[config.mk]
export PLATFORM = sky130hd
export DESIGN_NAME = sar_adc_sequencer
export DESIGN_NICKNAME = d
export VERILOG_FILES = /design/src/core/sar_adc_pkg.sv /design/src/core/sar_adc_sequencer.sv
export SDC_FILE = /design/constraint.sdc
export NUM_CORES = 1
export LEC_CHECK = 0
export BUFFER_PORTS_ARGS = -buffer_cell sky130_fd_sc_hd__buf_2
export CAP_MARGIN = 20
export CORE_MARGIN = 5
export CORE_UTILIZATION = 52
export CTS_BUF_LIST = sky130_fd_sc_hd__clkbuf_8
export DETAILED_ROUTE_END_ITERATION = 7
export HOLD_SLACK_MARGIN = 0.08
export PLACE_DENSITY = 0.78
export SLEW_MARGIN = 20
export SYNTH_ARGS = -nofsm -noshare
export SYNTH_HDL_FRONTEND = slang
export SYNTH_SLANG_ARGS = --single-unit
[constraint.sdc]
create_clock -name hclk -period 2.41 [get_ports hclk]
set_clock_uncertainty 0.05 [all_clocks]
set_input_delay 0.1205 -clock hclk [delete_from_list [all_inputs] [get_ports hclk]]
set_output_delay 0.1205 -clock hclk [all_outputs]
set_load 0.01 [all_outputs]
[src/core/sar_adc_pkg.sv]
// Constants shared by the successive-approximation converter sequencer
package sar_adc_pkg;
  // Register byte addresses on the bus
  localparam logic [7:0] ADDR_SCR = 8'h3c;
  localparam logic [7:0] ADDR_RES_HI = 8'h40;
  localparam logic [7:0] ADDR_RES_LO = 8'h44;
  localparam logic [7:0] ADDR_CLK_CFG = 8'h48;
  localparam logic [7:0] ADDR_PORT_LATCH = 8'h4c;
  localparam logic [7:0] ADDR_PORT_DIR = 8'h50;
  localparam logic [7:0] ADDR_PORT_IN = 8'h54;

  // Widths
  localparam int RES_W = 10;
  localparam int PIN_COUNT = 24;
  localparam int CH_W = 5;
  localparam int DIV_W = 3;

  // Channel codes with special meaning
  localparam logic [4:0] CH_UPPER_REF = 5'h1d;
  localparam logic [4:0] CH_LOWER_REF = 5'h1e;
  localparam logic [4:0] CH_OFF = 5'h1f;

  // Field positions, status/control register
  localparam int SCR_DONE_BIT = 7;
  localparam int SCR_IRQ_EN_BIT = 6;
  localparam int SCR_CONT_BIT = 5;
  // Field positions, clock configuration register
  localparam int CLK_DIV_LSB = 5;
  localparam int CLK_SRC_BIT = 4;
  localparam int CLK_FMT_LSB = 2;

  // Reset values
  localparam logic [7:0] SCR_RESET = 8'h1f;
  localparam logic [7:0] CLK_CFG_RESET = 8'h00;

  // Sequencing counts in converter clock ticks
  localparam logic [3:0] SAMPLE_TICKS = 4'h5;
  localparam int CONV_TICKS = 16;
  localparam logic [3:0] CONV_LAST = 4'(CONV_TICKS - 1);

  // Result formats
  typedef enum logic [1:0] {
    FMT_LEFT,
    FMT_RIGHT,
    FMT_SIGNED,
    FMT_TRUNC
  } fmt_t;
endpackage

[src/core/sar_adc_sequencer.sv]
// Converter sequencer with bus registers, port pin override and assertions
//
// Summary of operation
// RULE1: Selected pin forced to converter input
// RULE2: Port writes never touch the selected pin
// RULE3: Port read of selected pin returns zero
// RULE4: Full scale 3ff, zero 000, linear
// RULE5: Every control register write starts conversion; the code starts none when the write selects CH_OFF
// RULE6: Conversion ends after 16-17 converter clocks
// RULE7: Software picks divider for about 1 MHz
// RULE8: Continuous mode overwrites result every conversion
// RULE9: Continuous conversions repeat until bit cleared
// RULE10: Done flag set, held until data read
// RULE11: Single mode: one conversion per write
// RULE12: Software discards result of interrupted conversion
// RULE13: Four result formats via two-bit field
// RULE14: Left format: bits 9-2 high, 1-0 low top
// RULE15: High read locks results until low read
// RULE16: Right format: two MSBs high, eight low
// RULE17: Signed format inverts the top result bit
// RULE18: Truncation: eight MSBs low, no interlock
// RULE19: Interrupt enabled: request irq, no flag
// RULE20: Keeps converting in wait, irq wakes
// RULE21: Software powers down before wait if unneeded
// RULE22: Stop aborts; first resumed conversion settles
// RULE23: Channel codes: pins, references, power off
// RULE24: Flag reads zero with irq; read clears
// RULE25: Irq withdrawn on data read or write
// RULE26: Reset clears enables, selects power off
// RULE27: Write mid-conversion restarts with new settings
// RULE28: Converter clock is divided, bus synchronous
//
// Implementation choices: the AHB-Lite interface to the registers and the address map.
`timescale 1ns/100ps
module sar_adc_sequencer
  import sar_adc_pkg::*;
(
  input wire logic hclk,
  input wire logic hresetn,
  input wire logic hsel,
  input wire logic [31:0] haddr,
  input wire logic [1:0] htrans,
  input wire logic hwrite,
  input wire logic [2:0] hsize,
  input wire logic [31:0] hwdata,
  input wire logic hready,
  output logic hreadyout,
  output logic [31:0] hrdata,
  output logic hresp,
  input wire logic stop_mode,
  input wire logic alt_clk_in,
  input wire logic comp_above,
  output logic [4:0] channel_select_field,
  output logic conv_power,
  output logic sample_en,
  output logic [9:0] dac_code,
  output logic conv_irq,
  input wire logic [23:0] port_pin_in,
  output logic [23:0] port_pin_out,
  output logic [23:0] port_pin_oe
);
  typedef struct packed {
    logic hready, hresp, pend, pwrite;
    logic [31:0] hrdata;
    logic [7:0] paddr;
    logic conv_irq_enable, continuous_conv_bit, conv_done_flag, irq;
    logic [4:0] chan;
    logic [2:0] div;
    logic src;
    fmt_t fmt;
    logic [7:0] res_hi, res_lo;
    logic hi_lock, active, settle, resume, stop_d, power, sample;
    logic [23:0] port_latch, port_dir, pin_out, pin_oe, pin_s1, pin_s2;
    logic [3:0] cnt, div_cnt;
    logic [9:0] trial;
    logic comp_s1, comp_s2, alt_s1, alt_s2, alt_d;
  } state_t;
  function automatic state_t rst_val();
    state_t r;
    r = '0;
    r.hready = 1'b1;
    r.conv_irq_enable = SCR_RESET[SCR_IRQ_EN_BIT];
    r.continuous_conv_bit = SCR_RESET[SCR_CONT_BIT];
    r.chan = SCR_RESET[CH_W-1:0];
    r.div = CLK_CFG_RESET[CLK_DIV_LSB +: DIV_W];
    r.src = CLK_CFG_RESET[CLK_SRC_BIT];
    r.fmt = fmt_t'(CLK_CFG_RESET[CLK_FMT_LSB +: 2]);
    return r;
  endfunction

  localparam state_t ST_RST = rst_val();

  // One-hot of the port pin that the converter owns, if any
  function automatic logic [23:0] chan_mask(input logic [4:0] ch);
    logic [23:0] m;
    m = '0;
    if (ch < 5'(PIN_COUNT)) begin
      m[ch] = 1'b1;
    end
    return m;
  endfunction

  // Last divider count for each divider code
  function automatic logic [3:0] div_last(input logic [2:0] d);
    case (d)
      3'h0: div_last = 4'h0;
      3'h1: div_last = 4'h1;
      3'h2: div_last = 4'h3;
      3'h3: div_last = 4'h7;
      default: div_last = 4'hf;
    endcase
  endfunction

  // Places a result into the high and low registers
  function automatic logic [15:0] place(input logic [9:0] r, input fmt_t f);
    case (f)
      FMT_LEFT: place = {r[9:2], r[1:0], 6'h00}; // [RULE14]
      FMT_RIGHT: place = {6'h00, r[9:8], r[7:0]}; // [RULE16]
      FMT_SIGNED: place = {~r[9], r[8:2], r[1:0], 6'h00}; // [RULE17]
      default: place = {8'h00, r[9:2]}; // [RULE18]
    endcase
  endfunction
  state_t s;
  state_t n;
  logic wr_scr, rd_res, pulse, tick, finish, go;
  logic [3:0] bit_idx;
  logic [9:0] res;
  logic [15:0] placed;
  always_comb begin
    n = s;
    wr_scr = 1'b0;
    rd_res = 1'b0;
    pulse = 1'b0;
    tick = 1'b0;
    finish = 1'b0;
    go = 1'b0;
    bit_idx = 4'h0;
    res = s.trial;
    placed = 16'h0000;
    // Two-flop synchronisers for the port pins, comparator and alternate clock; stop_mode is used unsynchronised
    n.pin_s1 = port_pin_in;
    n.pin_s2 = s.pin_s1;
    n.comp_s1 = comp_above;
    n.comp_s2 = s.comp_s1;
    n.alt_s1 = alt_clk_in;
    n.alt_s2 = s.alt_s1;
    n.alt_d = s.alt_s2;
    n.stop_d = stop_mode;

    // Bus: one wait state so read data reflects the preceding write
    n.hready = 1'b1;
    n.pend = 1'b0;
    if (s.pend) begin
      n.hrdata = 32'h0000_0000;
      if (s.pwrite) begin
        case (s.paddr)
          ADDR_SCR: begin
            wr_scr = 1'b1;
            n.conv_irq_enable = hwdata[SCR_IRQ_EN_BIT];
            n.continuous_conv_bit = hwdata[SCR_CONT_BIT];
            n.chan = hwdata[CH_W-1:0]; // [RULE23]
          end
          ADDR_CLK_CFG: begin
            n.div = hwdata[CLK_DIV_LSB +: DIV_W];
            n.src = hwdata[CLK_SRC_BIT];
            n.fmt = fmt_t'(hwdata[CLK_FMT_LSB +: 2]); // [RULE13]
          end
          ADDR_PORT_LATCH: n.port_latch = hwdata[PIN_COUNT-1:0];
          ADDR_PORT_DIR: n.port_dir = hwdata[PIN_COUNT-1:0];
          default: ;
        endcase
      end else begin
        case (s.paddr)
          ADDR_SCR: n.hrdata = {24'h000000,
            s.conv_done_flag & ~s.conv_irq_enable, // [RULE24]
            s.conv_irq_enable, s.continuous_conv_bit, s.chan};
          ADDR_RES_HI: begin
            n.hrdata = {24'h000000, s.res_hi};
            rd_res = 1'b1;
            // Truncation format has no high/low pairing
            if (s.fmt != FMT_TRUNC) begin
              n.hi_lock = 1'b1; // [RULE15]
            end
          end
          ADDR_RES_LO: begin
            n.hrdata = {24'h000000, s.res_lo};
            rd_res = 1'b1;
            n.hi_lock = 1'b0; // [RULE15]
          end
          ADDR_CLK_CFG: n.hrdata = {24'h000000, s.div, s.src, s.fmt, 2'b00};
          ADDR_PORT_LATCH: n.hrdata = {8'h00, s.port_latch};
          ADDR_PORT_DIR: n.hrdata = {8'h00, s.port_dir};
          ADDR_PORT_IN: n.hrdata = {8'h00, s.pin_s2 & ~chan_mask(s.chan)}; // [RULE3]
          default: ;
        endcase
      end
    end else if (hsel && hready && htrans[1]) begin
      n.pend = 1'b1;
      n.pwrite = hwrite;
      n.paddr = haddr[7:0];
      n.hready = 1'b0;
    end
    // Clears go first so that a completion in the same cycle wins
    if (rd_res) begin
      n.conv_done_flag = 1'b0; // [RULE10] [RULE24]
    end
    if (rd_res || wr_scr) begin
      n.irq = 1'b0; // [RULE25]
    end
    // Converter clock: bus clock or the alternate clock, then divided
    if (s.active) begin
      pulse = s.src ? (s.alt_s2 & ~s.alt_d) : 1'b1;
      if (pulse) begin
        if (s.div_cnt == div_last(s.div)) begin
          tick = 1'b1; // [RULE28]
          n.div_cnt = 4'h0;
        end else begin
          n.div_cnt = s.div_cnt + 4'h1;
        end
      end
    end
    // Sample for five ticks, then resolve one bit per tick, MSB first
    if (tick) begin
      n.cnt = s.cnt + 4'h1;
      if (s.cnt == SAMPLE_TICKS) begin
        n.trial = 10'h200;
      end else if (s.cnt > SAMPLE_TICKS) begin
        bit_idx = CONV_LAST - s.cnt;
        if (!s.comp_s2) begin
          res[bit_idx] = 1'b0; // [RULE4]
        end
        if (bit_idx != 4'h0) begin
          res[bit_idx - 4'h1] = 1'b1;
        end
        n.trial = res;
      end
      finish = (s.cnt == CONV_LAST); // [RULE6]
    end
    if (finish) begin
      placed = place(res, s.fmt);
      if (s.settle) begin
        // Settling pass after power-up or stop: result is thrown away
        n.settle = 1'b0; // [RULE22]
      end else begin
        if (!s.hi_lock || s.fmt == FMT_TRUNC) begin
          n.res_hi = placed[15:8]; // [RULE8] [RULE15]
          n.res_lo = placed[7:0];
        end
        if (s.conv_irq_enable) begin
          n.irq = 1'b1; // [RULE19] [RULE20]
        end else begin
          n.conv_done_flag = 1'b1; // [RULE10]
        end
        n.active = s.continuous_conv_bit; // [RULE9] [RULE11]
      end
    end
    // Stop mode: abandon the conversion, remember to resume later
    if (stop_mode && !s.stop_d) begin
      n.resume = s.active | s.continuous_conv_bit;
      n.settle = 1'b1;
    end
    go = (wr_scr && n.chan != CH_OFF) ||
         (s.stop_d && !stop_mode && s.resume && s.chan != CH_OFF);
    if (wr_scr && s.chan == CH_OFF && n.chan != CH_OFF) begin
      n.settle = 1'b1; // [RULE22]
    end
    if (wr_scr && n.chan == CH_OFF) begin
      n.active = 1'b0; // [RULE23]
    end
    if (go) begin
      n.active = 1'b1; // [RULE5] [RULE27]
      n.resume = 1'b0;
      n.cnt = 4'h0;
      n.div_cnt = 4'h0;
      n.trial = 10'h000;
    end
    if (stop_mode) begin
      n.active = 1'b0; // [RULE22]
    end
    // Selected pin leaves port control; others follow latch and direction
    n.pin_oe = n.port_dir & ~chan_mask(n.chan); // [RULE1] [RULE2]
    n.pin_out = n.port_latch & ~chan_mask(n.chan); // [RULE2]
    n.power = (n.chan != CH_OFF) && !stop_mode; // [RULE26]
    n.sample = n.active && (n.cnt < SAMPLE_TICKS);
  end
  // State register
  always_ff @(posedge hclk or negedge hresetn) begin
    if (!hresetn) begin
      s <= ST_RST; // [RULE26]
    end else begin
      s <= n;
    end
  end
  assign hreadyout = s.hready;
  assign hrdata = s.hrdata;
  assign hresp = s.hresp;
  assign channel_select_field = s.chan;
  assign conv_power = s.power;
  assign sample_en = s.sample;
  assign dac_code = s.trial;
  assign conv_irq = s.irq;
  assign port_pin_out = s.pin_out;
  assign port_pin_oe = s.pin_oe;
  // Ticks seen since a conversion began, checked against completion
  logic [4:0] tick_seen;
  always_ff @(posedge hclk or negedge hresetn) begin
    if (!hresetn) begin
      tick_seen <= 5'h00;
    end else if (go || finish) begin
      tick_seen <= 5'h00;
    end else if (tick) begin
      tick_seen <= tick_seen + 5'h01;
    end
  end
endmodule

==> metrics.md <==
| Metric | Value |
|---|---|
| Outcome | complete, but fails checks |
| Failing checks | negative setup slack |
| Setup CP Type | flip-flop to flip-flop |
| Post-Synth XOR/XNOR Area | 0.473% |
| DR vias | 8826 |
| Post-route DRC | 0 |
| Clk pwr share | roughly a third |
| Starting DRT DRC Count | 770 |
| Leading area contributor after synthesis | dfrtp_1 |
| Compound-cell area share of the yosys netlist | 14.3% |
| Final setup viols | 2 |
| DIE WIDTH | approximately 160 um |
| Logic pwr share | 19.6% |
| Initial Util | 52.8% |
| TritonRoute pass-1 iters | 7 |
| Max FO, Critical Path | 9 |
| Clock slew at reported path FFs | 0.06 ns |
| Share of power burned in registers | 45.1% |
| Largest family of logic cells by synthesized area | simple AND/OR/NAND/NOR gates |
| Worst slew pin tran | around 0.63 ns |
| # rows | 53 |
| Ys flop type | dfrtp_1 |
| Source of the worst register-to-register timing path | s[195]$_DFFE_PN0P_ |
| Hold Path Origin | hsel |
| Post-synth EDFFs | 0 |
| Nets | 1407 |
| Crit path DAT | 2.80 ns |
| Peak Freq | 411 MHz |
| Num CTS Buffers | 40 |
| Post-route clock period utilization | 101% |
| Maximum clock path buffer count | 3 |
| Core box area | 21000 um^2 |
| Final WL | 30.5 mm |
| Beginning of the critical path | s[195]$_DFFE_PN0P_ |
| Startpoint types | flip-flop |
| Post-synth top area share | 52.7% |
| Vias in the first global route | 8799 |
| CTS tree | done |
| Pleak | 6.23 nW |
| Worst VDD drop | 707 uV |
| Area growth, synth to finish | 23.7% |
| Drt wl/cell | between 15 and 20 um |
| Max Cap Violations | 0 |
| Mux contribution to synthesized area | 4.69% |
| I/O Buffers | 155 |
| Post-DP HPWL | 20.6 mm |
| Die H | 156 um |
| Cells after Synth | 1083 |
| Global route overflow | 0 |
| Post-route antenna net violation count | 0 |
| Clock sink total | 240 |
| Post-Synth Simple-Gate Area | 15.4% |
| Avg Vias per Cell | 5.51 |
| Mapped Area | around 11000 um^2 |
| Power Density | approximately 740 nW/um^2 |
| Net Sw Frac | 29.2% |
| #FFs+latches synth | 240 |
| Design area | 13700 um^2 |
| Maximum number of pins on one net before global-route repair | 79 |
| Top cells by area, synth | dfrtp_1 (53%), buf_4 (6.6%), nand2_1 (6.3%) |
| Dpl cell area | ~12000 um^2 |
| Crit path time final | 2.43 ns |
| Crit. End Element | flip-flop |
| Layout cell share with drive strength beyond 1 | 29.2% |
| N_diodes | 0 |
| Normalized max-slew margin | 57.8% |
| Synth Warn # | 0 |
| All-Layer GR Usage | 24.8% |
| Most common cell after layout, fill and taps aside | dfrtp_1 |
| Syn avg cell area | 10.3 um^2 |
| H-tree Lvls | 2 |
| Highest-count cells in the layout ignoring fill and taps | dfrtp_1 (233), nand2_1 (185), buf_2 (154), dlygate4sd3_1 (75), buf_4 (72) |
| Clock root cell | clkbuf_8 |
| Part of the Yosys area used for sequential elements | 54.2% |
| Internal Dissipation | 7.22 mW |
| Async set-reset flop share out of synthesis | 100% |
| Die ar. | 24400 um^2 |
| Placer Congestion | 0.921 |
| Global-route wire length before repair | 47.7 mm |
| Hold WS | 0.156 ns |
| Sw Pwr | 2.98 mW |
| HP Class | input pin to flip-flop |
| Ports | roughly 200 |
| Post-Synth Adder-Cell Area | less than 1% |
| Req. time, crit path | 2.78 ns |
| Distinct cells, synth | 72 |
| Initial antenna violation count | 1 |
| Clock Latency Late Sink | 0.55 ns |
| Setup ws final | -0.0206 ns |
| Slew Limit Fails | 0 |
| Count of final hold-check violations | 0 |
| RSZ-0062 raised after global routing | true |
==> critical path: stages (launching register included) <==
cell      delay (ns)
dfrtp_1         0.44
and4bb_2        0.31
a22o_1          0.18
o211ai_2        0.12
buf_6           0.17
or3_1           0.36
a22o_1          0.22
or2_0           0.21
a32o_1          0.24
==> final cells by class <==
cell class	count	area, um^2
fillers	1604	7280
flip-flops and latches	240	6010
multi-input cells	667	4120
repair buffers	315	2320
clock buffers	52	716
well taps	275	344
inverters	34	128
clock inverters	19	98.8
==> metrics by stage <==
step	utilization (%)	std cells	power [mW]	worst slack [ns]	setup TNS (ns)
final	65.4	1602	10.2	-0.0206	-0.0342
after global routing	65.4	1602	10.7	-0.130	-1.00
after CTS	64.8	1597	10.2	-0.0144	-0.0144
after detailed placement	57.1	1448	6.41	-0.00282	-0.00282
after global placement	57.1	1448	6.36	0.0414	0
after floorplan	-	1091	5.80	0.00940	0
==> cells by family after synthesis <==
logic type	count (synthesis)
fa+ha+maj	8
compound gates	250
xor+xnor	6
flops	240
other cells	1
simple gates	355
buf+inv	184
mux	39
==> sequential cells by signal, indices dropped and copies added (netlist names), 5 cells and up <==
name                  flops
n                        27
port_pin_out             24
hrdata                   24
port_pin_oe              24
channel_select_field      5
s                       122
dac_code                 10
==> path summary, 6_finish.rpt <==
kind | cells after the start | slack, ns | end
hold reg to reg | 0 | 0.29 | s[26]$_DFF_PN0_
max in group asynchronous | 4 | 0.60 | dac_code[0]$_DFFE_PN0P_
min in group asynchronous | 3 | 0.65 | dac_code[6]$_DFFE_PN0P_
hold / removal | 4 | 0.16 | s[246]$_DFF_PN0_
setup / recovery | 8 | -0.02 | s[177]$_DFFE_PN0P_
setup reg to reg | 8 | -0.02 | s[177]$_DFFE_PN0P_
==> synth_stat cells (3+ instances only) <==
cell      number
dfrtp_1      234
nand2_1      185
buf_4         98
a21oi_1       77
nor2_1        67
o21ai_0       51
inv_1         33
clkbuf_1      32
o22ai_1       26
o21a_1        25
mux2_4        20
nand3_1       15
mux2_2        14
a22oi_1       12
nor3_1        12
a22o_1        10
buf_2         10
nand2b_1      10
nor3b_1        9
ha_1           8
o211ai_1       8
a21o_1         7
a221oi_1       7
or3_1          7
and3_1         6
buf_6          6
dfstp_2        6
nor2b_1        6
nand3b_1       5
nand4_1        5
o31ai_1        5
buf_1          4
mux2i_1        4
xor2_1         4
a211oi_1       3
a21oi_2        3
and2_1         3
and3b_1        3
nor3_2         3
==> metal layers <==
| metal | vias up | share of wire [%] | GRT usage (%) |
|---|---|---|---|
| met3 | 66 | 9.2 | 6.77 |
| li1 | 4055 | - | - |
| met2 | 418 | 47 | 38.9 |
| met5 | - | 0.043 | 0 |
| met4 | 2 | 2.7 | 7.98 |
| met1 | 4285 | 41 | 33.8 |
==> power by group through the flow <==
| stage | sequential [mW] | clock (mW) | combinational, mW |
|---|---|---|---|
| 6_report | 4.60 | 3.60 | 2.00 |
| 3_3_place_gp | 4.64 | 0 | 1.72 |
| 4_1_cts | 4.58 | 3.66 | 1.93 |
| 3_5_place_dp | 4.65 | 0 | 1.77 |
| 2_1_floorplan | 4.56 | 0 | 1.24 |
| 5_1_grt | 4.63 | 3.86 | 2.19 |
==> what timing repair did <==
action / in CTS / in global routing
gates resized for setup: 8 / 27
endpoints found under the setup margin: 7 / 69
buffers inserted: 3 / 5
endpoints found under the hold margin: 386 / 0
hold buffers: 75 / 0
pin swaps: 4 / 4
Note: power is estimated with default switching activity, not from simulation.
